--- config.mk ---
export PLATFORM = sky130hd
export DESIGN_NAME = upo_param_one
export DESIGN_NICKNAME = d
export VERILOG_FILES = /design/src/common/upo_pkg.sv /design/src/common/upo_tmr_if.sv /design/src/core/upo_halfbit_timer.sv /design/src/core/upo_param_one.sv
export VERILOG_INCLUDE_DIRS = /design/src /design/src/common
export SDC_FILE = /design/constraint.sdc
export NUM_CORES = 1
export LEC_CHECK = 0
export ABC_AREA = 1
export BUFFER_PORTS_ARGS = -buffer_cell sky130_fd_sc_hd__buf_2
export CAP_MARGIN = 5
export CORE_MARGIN = 2
export CORE_UTILIZATION = 52
export CTS_BUF_LIST = sky130_fd_sc_hd__clkbuf_8 sky130_fd_sc_hd__clkbuf_16
export CTS_CLUSTER_DIAMETER = 60
export CTS_CLUSTER_SIZE = 16
export DETAILED_ROUTE_END_ITERATION = 6
export GPL_ROUTABILITY_DRIVEN = 0
export PLACE_DENSITY = 0.82
export SLEW_MARGIN = 5
export SYNTH_ARGS = -nofsm -noshare
export SYNTH_HDL_FRONTEND = slang
export SYNTH_SLANG_ARGS = --single-unit
--- constraint.sdc ---
create_clock -name mclk -period 1.7 [get_ports mclk]
set_input_delay 0.34 -clock mclk [delete_from_list [all_inputs] [get_ports mclk]]
set_output_delay 0.34 -clock mclk [all_outputs]
set_load 0.02 [all_outputs]
--- src/common/upo_defs.svh ---
`ifndef UPO_DEFS_SVH
`define UPO_DEFS_SVH

// Register word offsets
`define UPO_OFS_PHIGH    12'h000
`define UPO_OFS_PLOW     12'h004
`define UPO_OFS_CTRL     12'h008
`define UPO_OFS_STATUS   12'h00C

// Field positions
`define UPO_PHIGH_BIT    0
`define UPO_CTRL_MODE_LO 0
`define UPO_CTRL_MODE_HI 2
`define UPO_STAT_HOLD    0
`define UPO_STAT_COUNT   1
`define UPO_STAT_CNT_LO  16
`define UPO_STAT_CNT_HI  24

// Reset values
`define UPO_RST_PHIGH    1'h0
`define UPO_RST_PLOW     8'h00
`define UPO_RST_MODE     3'h0

// Widths
`define UPO_P1_W         9
`define UPO_PID_W        6

`endif

--- src/common/upo_pkg.sv ---
package upo_pkg;

   typedef enum logic [2:0]
   {
      UPO_MODE_ASYNC = 3'h0,
      UPO_MODE_ADDR  = 3'h1,
      UPO_MODE_LIN   = 3'h2,
      UPO_MODE_DMX   = 3'h3,
      UPO_MODE_DEV   = 3'h4,
      UPO_MODE_GEAR  = 3'h5,
      UPO_MODE_RSV6  = 3'h6,
      UPO_MODE_RSV7  = 3'h7
   } upo_mode_t;

   typedef enum logic [2:0]
   {
      UPO_ST_IDLE  = 3'h1,
      UPO_ST_WAIT  = 3'h2,
      UPO_ST_COUNT = 3'h4
   } upo_state_t;

endpackage : upo_pkg

--- src/common/upo_tmr_if.sv ---
`timescale 1ns/1ns
interface upo_tmr_if #(parameter int W = 9);
   logic         load;
   logic [W-1:0] loadVal;
   logic         abort;
   logic         tick;
   logic         busy;
   logic         done;

   modport ctl (output load, output loadVal, output abort, output tick,
                input busy, input done);
   modport tmr (input load, input loadVal, input abort, input tick,
                output busy, output done);
endinterface : upo_tmr_if

--- src/core/upo_halfbit_timer.sv ---
`timescale 1ns/1ns
module upo_halfbit_timer #(
   parameter int W = 9
)(
   // Clock and reset
   input  wire logic mclk,
   input  wire logic rst_b,
   // Control side
   upo_tmr_if.tmr    t
);
   import upo_pkg::*;

   logic [W-1:0] cnt_r;
   logic [W-1:0] cnt_nxt;
   logic         busy_r;
   logic         busy_nxt;
   logic         done_r;
   logic         done_nxt;

   generate
      if (W < 2 || W > 16)
      begin : g_bad_w
         $error("upo_halfbit_timer: W out of range");
      end
   endgenerate

   // Countdown of half-bit ticks
   always_comb
   begin
      cnt_nxt  = cnt_r;
      busy_nxt = busy_r;
      done_nxt = 1'b0;
      if (t.abort)
      begin
         cnt_nxt  = '0;
         busy_nxt = 1'b0;
      end
      else if (t.load)
      begin
         cnt_nxt  = t.loadVal;
         busy_nxt = (t.loadVal != '0);
         done_nxt = (t.loadVal == '0);
      end
      else if (busy_r && t.tick)
      begin
         cnt_nxt = cnt_r - W'(1);
         if (cnt_r == W'(1))
         begin
            busy_nxt = 1'b0;
            done_nxt = 1'b1;
         end
      end
   end

   always_ff @(posedge mclk or negedge rst_b)
   begin
      if (!rst_b)
      begin
         cnt_r  <= '0;
         busy_r <= 1'b0;
         done_r <= 1'b0;
      end
      else
      begin
         cnt_r  <= cnt_nxt;
         busy_r <= busy_nxt;
         done_r <= done_nxt;
      end
   end

   assign t.busy = busy_r;
   assign t.done = done_r;

endmodule : upo_halfbit_timer

--- src/core/upo_param_one.sv ---
`timescale 1ns/1ns
`include "upo_defs.svh"
module upo_param_one (
   // Clock and reset
   input  wire logic              mclk,
   input  wire logic              rst_b,
   // APB slave
   input  wire logic              psel,
   input  wire logic              penable,
   input  wire logic              pwrite,
   input  wire logic [11:0]       paddr,
   input  wire logic [31:0]       pwdata,
   output logic      [31:0]       prdata,
   output logic                   pready,
   output logic                   pslverr,
   // Events from the rest of the UART
   input  wire logic              halfBitTick,
   input  wire logic              txLastStop,
   input  wire logic              fwdFrameEnd,
   input  wire logic              backFrameEnd,
   input  wire logic              startCodeSent,
   input  wire logic              byteSent,
   // Controls to the transmitter
   output logic                   txHold,
   output logic                   breakReq,
   output logic [`UPO_PID_W-1:0]  pidOut,
   output logic [`UPO_P1_W-1:0]   addrChar
);
   import upo_pkg::*;

   upo_tmr_if #(.W(`UPO_P1_W)) tmrIf ();

   logic                  pHigh_r;
   logic                  pHigh_nxt;
   logic [7:0]            pLow_r;
   logic [7:0]            pLow_nxt;
   upo_mode_t             mode_r;
   upo_mode_t             mode_nxt;
   logic [31:0]           prdata_r;
   logic [31:0]           prdata_nxt;
   logic                  pready_r;
   logic                  pready_nxt;
   logic                  pslverr_r;
   logic                  pslverr_nxt;
   upo_state_t            state_r;
   upo_state_t            state_nxt;
   logic [`UPO_P1_W-1:0]  dmxCnt_r;
   logic [`UPO_P1_W-1:0]  dmxCnt_nxt;
   logic                  txHold_r;
   logic                  txHold_nxt;
   logic                  breakReq_r;
   logic                  breakReq_nxt;
   logic [`UPO_PID_W-1:0] pidOut_r;
   logic [`UPO_PID_W-1:0] pidOut_nxt;
   logic [`UPO_P1_W-1:0]  addrChar_r;
   logic [`UPO_P1_W-1:0]  addrChar_nxt;
   logic [`UPO_P1_W-1:0]  paramOne;
   logic                  setupPh;
   logic                  accessPh;
   logic                  mapped;
   logic [31:0]           readMux;
   logic                  modeChg;
   logic                  tmrLoad;

   assign paramOne = {pHigh_r, pLow_r};

   assign setupPh  = psel && !penable;
   assign accessPh = psel && penable && pready_r;

   // Address decode and read data
   always_comb
   begin
      mapped  = 1'b1;
      readMux = 32'h0000_0000;
      unique case (paddr)
         `UPO_OFS_PHIGH:
         begin
            readMux[`UPO_PHIGH_BIT] = pHigh_r;
         end
         `UPO_OFS_PLOW:
         begin
            readMux[7:0] = pLow_r;
         end
         `UPO_OFS_CTRL:
         begin
            readMux[`UPO_CTRL_MODE_HI:`UPO_CTRL_MODE_LO] = mode_r;
         end
         `UPO_OFS_STATUS:
         begin
            readMux[`UPO_STAT_HOLD]  = txHold_r;
            readMux[`UPO_STAT_COUNT] = (state_r == UPO_ST_COUNT);
            readMux[`UPO_STAT_CNT_HI:`UPO_STAT_CNT_LO] = dmxCnt_r;
         end
         default:
         begin
            mapped = 1'b0;
         end
      endcase
   end

   // APB answer and register writes
   always_comb
   begin
      pready_nxt  = setupPh;
      pslverr_nxt = setupPh && !mapped;
      prdata_nxt  = prdata_r;
      pHigh_nxt   = pHigh_r;
      pLow_nxt    = pLow_r;
      mode_nxt    = mode_r;
      if (setupPh)
      begin
         prdata_nxt = pwrite ? 32'h0000_0000 : readMux;
      end
      if (accessPh && pwrite)
      begin
         unique case (paddr)
            `UPO_OFS_PHIGH:
            begin
               pHigh_nxt = pwdata[`UPO_PHIGH_BIT];
            end
            `UPO_OFS_PLOW:
            begin
               pLow_nxt = pwdata[7:0];
            end
            `UPO_OFS_CTRL:
            begin
               mode_nxt = upo_mode_t'(pwdata[`UPO_CTRL_MODE_HI:`UPO_CTRL_MODE_LO]);
            end
            default:
            begin
            end
         endcase
      end
   end

   assign modeChg = (mode_nxt != mode_r);

   // Mode-dependent sequencing
   always_comb
   begin
      state_nxt    = state_r;
      dmxCnt_nxt   = dmxCnt_r;
      breakReq_nxt = 1'b0;
      tmrLoad      = 1'b0;
      unique case (state_r)
         UPO_ST_IDLE:
         begin
            if (mode_r == UPO_MODE_GEAR && fwdFrameEnd)
            begin
               tmrLoad   = 1'b1;
               state_nxt = UPO_ST_WAIT;
            end
            else if (mode_r == UPO_MODE_DEV && txLastStop)
            begin
               tmrLoad   = 1'b1;
               state_nxt = UPO_ST_WAIT;
            end
            else if (mode_r == UPO_MODE_DMX && startCodeSent)
            begin
               dmxCnt_nxt = paramOne;
               if (paramOne == '0)
               begin
                  breakReq_nxt = 1'b1;
               end
               else
               begin
                  state_nxt = UPO_ST_COUNT;
               end
            end
         end
         UPO_ST_WAIT:
         begin
            if (mode_r == UPO_MODE_DEV && backFrameEnd)
            begin
               tmrLoad = 1'b1;
            end
            else if (mode_r == UPO_MODE_GEAR && fwdFrameEnd)
            begin
               tmrLoad = 1'b1;
            end
            else if (tmrIf.done)
            begin
               state_nxt = UPO_ST_IDLE;
            end
         end
         UPO_ST_COUNT:
         begin
            if (byteSent)
            begin
               dmxCnt_nxt = dmxCnt_r - `UPO_P1_W'(1);
               if (dmxCnt_r == `UPO_P1_W'(1))
               begin
                  breakReq_nxt = 1'b1;
                  state_nxt    = UPO_ST_IDLE;
               end
            end
         end
         default:
         begin
            state_nxt = UPO_ST_IDLE;
         end
      endcase
      if (modeChg)
      begin
         state_nxt    = UPO_ST_IDLE;
         tmrLoad      = 1'b0;
         breakReq_nxt = 1'b0;
      end
   end

   // Timer hookup
   assign tmrIf.load    = tmrLoad;
   assign tmrIf.loadVal = paramOne;
   assign tmrIf.abort   = modeChg;
   assign tmrIf.tick    = halfBitTick;

   // Transmitter controls
   always_comb
   begin
      txHold_nxt   = (state_nxt == UPO_ST_WAIT);
      pidOut_nxt   = '0;
      addrChar_nxt = '0;
      if (mode_r == UPO_MODE_LIN)
      begin
         pidOut_nxt = paramOne[`UPO_PID_W-1:0];
      end
      if (mode_r == UPO_MODE_ADDR)
      begin
         addrChar_nxt = {1'b1, pLow_r};
      end
   end

   always_ff @(posedge mclk or negedge rst_b)
   begin
      if (!rst_b)
      begin
         pHigh_r    <= `UPO_RST_PHIGH;
         pLow_r     <= `UPO_RST_PLOW;
         mode_r     <= upo_mode_t'(`UPO_RST_MODE);
         prdata_r   <= 32'h0000_0000;
         pready_r   <= 1'b0;
         pslverr_r  <= 1'b0;
         state_r    <= UPO_ST_IDLE;
         dmxCnt_r   <= '0;
         txHold_r   <= 1'b0;
         breakReq_r <= 1'b0;
         pidOut_r   <= '0;
         addrChar_r <= '0;
      end
      else
      begin
         pHigh_r    <= pHigh_nxt;
         pLow_r     <= pLow_nxt;
         mode_r     <= mode_nxt;
         prdata_r   <= prdata_nxt;
         pready_r   <= pready_nxt;
         pslverr_r  <= pslverr_nxt;
         state_r    <= state_nxt;
         dmxCnt_r   <= dmxCnt_nxt;
         txHold_r   <= txHold_nxt;
         breakReq_r <= breakReq_nxt;
         pidOut_r   <= pidOut_nxt;
         addrChar_r <= addrChar_nxt;
      end
   end

   assign prdata   = prdata_r;
   assign pready   = pready_r;
   assign pslverr  = pslverr_r;
   assign txHold   = txHold_r;
   assign breakReq = breakReq_r;
   assign pidOut   = pidOut_r;
   assign addrChar = addrChar_r;

   upo_halfbit_timer #(
      .W     (`UPO_P1_W)
   ) uTimer (
      .mclk  (mclk),
      .rst_b (rst_b),
      .t     (tmrIf.tmr)
   );

endmodule : upo_param_one

After elaboration in Yosys (flattened, before gate mapping) --
Cells that the tools add are included.
Cells by class: equal/unequal tests 19, multiplexer cells 52, reduce and logical (&&, ||, !) cells 23, add/subtract/negate cells 2
Operators with widths (count):
- 2-to-1 mux 9 bit | 9
- 2-to-1 mux 3 bit | 12
- 2-to-1 mux 25 bit | 1
- == test 12 x 4 -> 1 bit, second input constant | 2
- 2-to-1 mux 1 bit | 21
- == test 9 x 1 -> 1 bit, second input constant | 2
- case mux 9 bit (2 select lines) | 1
- subtractor 9 x 1 -> 9 bit, second input constant | 2
- == test 12 x 3 -> 1 bit, second input constant | 1
- == test 3 x 2 -> 1 bit, second input constant | 4
- logical NOT 12 bit | 1
- logical AND 1 bit | 10
- == test 3 bit, second input constant | 3
- logical NOT 9 bit | 1
- case mux 3 bit (3 select lines) | 1
- nonzero test 9 bit | 1
- inequality test 2 bit, second input constant | 4
- == test 3 x 1 -> 1 bit, second input constant | 2
- 2-to-1 mux 6 bit | 1
- case mux 1 bit (2 select lines) | 3
- AND reduction 2 bit | 3
- nonzero test 3 bit | 2
- 2-to-1 mux 5 bit | 1
- AND reduction 5 bit | 1
- other kinds (6) | 7
Storage, ports and cells: input bits 55, register bits after elaboration 86, output and inout bits 51, word-level logic and storage cells 111

Longest topological paths before layout --
word-level depth 8, mapped depth 14, gate-level depth less buffers 14

By module --
From an unflattened synthesis, not the netlist that was laid out.
Second synthesis, totals: cell total of the unflattened synthesis 478, area, all modules 3885.0 um2
By module, submodules not included:
- upo_param_one | cells each 360, sequential area each 1502.7 um2, instances 1, area each 3080.5 um2
- upo_halfbit_timer | cells each 118, sequential area each 275.3 um2, instances 1, area each 804.5 um2

Worst setup path after synthesis --
OpenSTA, ideal clock, no wires.
kind register to register, start point register pready_r, in the netlist pready, end point register uTimer.done_r, in the netlist uTimer.t.done, path slack 71 ps, clock period less this slack 1629 ps, buffers on the path 1, stages on the path, launching flop included 13, required time 1572 ps, data arrival time 1500 ps, library setup time 128 ps, cells stage by stage dfrtp_1 nand3_1 nor2_2 nand3_2 inv_2 nand2_2 nand2_2 nand2_4 inv_2 nor2_4 buf_6 nand2_1 o22ai_1
On the way: word-level cells in the longest chain between the ends 7
Ends and longest elaborated chain:
- start: declaration | line upo_param_one.sv:41 | logic pready_r;
- start signal: assignment | line upo_param_one.sv:256 | pready_r <= pready_nxt;
- logical AND 1 bit (*) | line upo_param_one.sv:68 | assign accessPh = psel && penable && pready_r;
- logical AND 1 bit (*) | line upo_param_one.sv:114 | if (accessPh && pwrite)
- 2-to-1 mux 3 bit (*) | line upo_param_one.sv:114
- inequality test 3 bit (*) | line upo_param_one.sv:136 | assign modeChg = (mode_nxt != mode_r);
- 2-to-1 mux 1 bit | line upo_param_one.sv:203 | if (modeChg)
- 2-to-1 mux 1 bit | line upo_halfbit_timer.sv:38 | else if (t.load)
- 2-to-1 mux 1 bit (*) | line upo_halfbit_timer.sv:33 | if (t.abort)
- net uTimer.done_nxt | line upo_halfbit_timer.sv:18 | logic done_nxt;
- end signal: assignment | line upo_halfbit_timer.sv:67 | done_r <= done_nxt;
- end: declaration | line upo_halfbit_timer.sv:17 | logic done_r;
Mark *: on every way through the listed nets, which the timed path passes. The rest lies on a longest branch. A chain may end at the register's enable or synchronous reset.

Final worst setup path --
start point register pready_r, in the netlist pready, end point register uTimer.cnt_r[7]
On the way: word-level cells in the longest chain between the ends 7, elaborated cells between the ends (all ways) 8, classes of those cells 1 x eq/ne; 4 x mux; 3 x reduce/logical
Ends and longest elaborated chain:
- logical AND 1 bit (*) | line upo_param_one.sv:68
- logical AND 1 bit (*) | line upo_param_one.sv:114
- 2-to-1 mux 3 bit (*) | line upo_param_one.sv:114
- inequality test 3 bit (*) | line upo_param_one.sv:136
- 2-to-1 mux 1 bit | line upo_param_one.sv:203
- 2-to-1 mux 9 bit | line upo_halfbit_timer.sv:38
- 2-to-1 mux 9 bit | line upo_halfbit_timer.sv:33
- end signal: assignment | line upo_halfbit_timer.sv:65 | cnt_r <= cnt_nxt;
- end: declaration | line upo_halfbit_timer.sv:13 | logic [W-1:0] cnt_r;
Mark *: on every way between the ends. The rest lies on a longest branch, timed or not.

==> out/metrics.cfg <==
[synthesis]
syn_area_um2 = 3700
synth-async-reset-ratio = 1.00
ys_ff_latch = 71
synth.area.top_cells = dfrtp_1, nand2_1, nor2_1, inv_1, nand3_1
ys.flop_type = dfrtp_1
synth_top_area_frac = 0.473
syn_inst = 436
synth_enable_flop_cells = 0
avgSynthCellArea_um2 = 8.49
synth_top_area_cell = dfrtp_1
yosysWarnings = 0
synth_cell_types = 44
yosysSeqAreaShare = 0.480

[layout]
final_cell_mix = nand2_1, dfrtp_1, buf_2
area_delta_synth_final_pct = 25.3
nets = 602
fill_cells = 566
multi_input_area_um2 = 1680
regArea_um2 = 1780
layout_commonest_cell = nand2_1
layout-drive-gt1-share = 0.314
antenna_cells = 0

[cts]
cts_buffer_depth = 2
numCtsBuffers = 9
cts_tree = done
cts_max_level = 3
clk_pin_slew_ns = 0.08
clk_latency_ns = 0.36
postCtsHoldBufs = 0
clock_sinks = 71
root_buffer = clkbuf_8

[detailed_routing]
via_per_inst = 5.42
drtAntennaViolNets = 0
drt_wl_total_um = 9710
vias = 3493
route.detailed.drc = 0
drt-pass1-iter-count = 6
initialDrtViolationCount = 258
wire_per_inst_um = 15.1

[pwr]
finalPower_mw = 3.72
power.switching_mw = 0.976
peakVddDrop_mv = 0.556
power.internal_mw = 2.74
power.leakage_nw = 2.45
switching_share = 0.263
cellPowerDensity_nw_per_um2 = 801
clockPowerShare = 0.386
pwr-share-comb = 0.140
p_seq_frac = 0.474

[die]
core_area_um2 = 6830
rows = 30
io_pins = 106
fp.dieH_um = 88.4
die-area_um2 = 7810
die_w_um = 88.4
start_util = 0.542

[timing]
whs_ns = -0.0272
tns_ns = -0.0481
fmaxAchievable_ghz = 0.580
fin_crit_sh = 1.01
slew_violations = 0
worst_clock_skew_ns = 0.00832
fin_crit_ns = 1.72
worst_slack_ns = -0.0235
finalHoldViolCount = 13
finalSetupViolCount = 3
rsz0062_at_grt = yes

[outcome]
violations = hold timing, setup timing
outcome = finished, violations left

[worst_setup_path]
reg2reg_slack_ns = -0.02
crit_path_top_delay_cell = dfrtp_1
worst_setup_path_start_kind = register
cp_cell_sequence = nand3_2, nor2_4, nand3_2, inv_2, nand2_2, nand2_2, nand2_4, buf_6, nand4_4, nand2_1, nand3_1, nand2_1
worstPathRequired_ns = 1.95
crit_path_max_incr_delay_ns = 0.37
r2r_cells = 12
reg2reg_to = uTimer.cnt_r[7]$_DFFE_PN0P_
cp-end-kind = register
worst-path-max-fanout = 8
cp.arrival_ns = 1.97
r2r-start = pready$_DFF_PN0_
path_class = reg -> reg

[global_routing]
first_global_vias = 3144
track_usage = 0.252
grt_max_degree = 72
antenna_found_initial = 0
grt_pass1_wl_um = 14800
grt_remaining_overflow = 0

[place]
dp_slack_ns = -0.193
portBuffers = 66
dp_hpwl_um = 6470

[min_path]
hold_path_class = in -> async

[job]
maxCapViolations = 0

## registers in the layout, indices dropped and copies added, names as in the netlist
| signal | cells |
|---|---|
| prdata | 17 |
| addrChar | 9 |
| dmxCnt_r | 9 |
| uTimer.cnt_r | 9 |
| pLow_r | 8 |
| pidOut | 6 |
| mode_r | 3 |
| state_r | 3 |
| breakReq | 1 |
| pHigh_r | 1 |
| pready | 1 |
| pslverr | 1 |
| txHold | 1 |
| uTimer.t.busy | 1 |
| uTimer.t.done | 1 |
## power by group through the flow
stage          Clock, mW  Sequential (mW)  Combinational (mW)
2_1_floorplan          0             1.79               0.349
3_3_place_gp           0             1.79               0.464
3_5_place_dp           0             1.79               0.482
4_1_cts             1.44             1.76               0.486
5_1_grt             1.52             1.77               0.582
6_report            1.44             1.76               0.520
## timing repair
item,4_1_cts,5_1_grt
resized for setup,2,18
setup buffers,4,3
pin swaps,1,7
endpoints found under the setup margin,10,20
## area by class of cell
type	count	share of cell area
inverter	50	0.0415
sequential	71	0.384
clock inverter	7	0.0175
tap	96	0.0259
multi-input combinational	305	0.363
clock buffer	9	0.0267
timing repair buffer	106	0.142
## per-layer routing
layer  global-route usage  share of wire
met5                    0              0
met4                0.128          0.040
met3               0.0392          0.071
met2                0.414           0.49
met1                0.323           0.40
## synthesized netlist by cell type, types with 5 or more instances
cell and count:
buf_4 17, dfrtp_1 70, inv_1 40, inv_2 10, mux2_2 5, nand2_1 94, nand2_2 8, nand3_1 26
nand4_1 14, nor2_1 47, nor3_1 8, o21ai_0 23, o22ai_1 5, o31ai_1 11, xor2_1 5
## stage by stage
step	cell area [um2]	instances	utilization
floorplan	3750	450	-
global placement	4310	621	0.630
detailed placement	4310	621	0.630
CTS	4550	641	0.666
global route	4640	644	0.679
finish	4640	644	0.679
## worst max path at each step
stage                           from                           to  slack (ns)  depth (start not counted)
finish              pready$_DFF_PN0_  uTimer.cnt_r[7]$_DFFE_PN0P_       -0.02                         12
global route        pready$_DFF_PN0_  uTimer.cnt_r[7]$_DFFE_PN0P_       -0.14                         12
CTS                 pready$_DFF_PN0_  uTimer.cnt_r[5]$_DFFE_PN0P_        0.03                         13
detailed placement          paddr[0]  uTimer.cnt_r[0]$_DFFE_PN0P_       -0.19                         15
global placement            paddr[0]  uTimer.cnt_r[0]$_DFFE_PN0P_       -0.12                         15
floorplan           pready$_DFF_PN0_      uTimer.t.done$_DFF_PN0_        0.07                         12
## critical path: cells and delay by family (launching register included)
family | cells | cell delay [ns]
buffers and inverters | 2 | 0.23
and+or+nand+nor | 10 | 1.00
DFF | 1 | 0.37
## cell families (layout without fill, tap and decap cells)
logic type / after synthesis / in the layout / share of synthesized area
AO/OA/AOI/OAI: 60 / 60 / 0.104
XOR/XNOR: 8 / 8 / 0.0189
adder cells (fa/ha/maj): 4 / 4 / 0.0135
buffers and inverters: 74 / 172 / 0.0970
flip-flops: 71 / 71 / 0.480
multiplexers: 5 / 5 / 0.0152
other: 1 / 15 / 0.00101
AND/OR/NAND/NOR: 213 / 213 / 0.270
(Power assumes the default switching activity.)
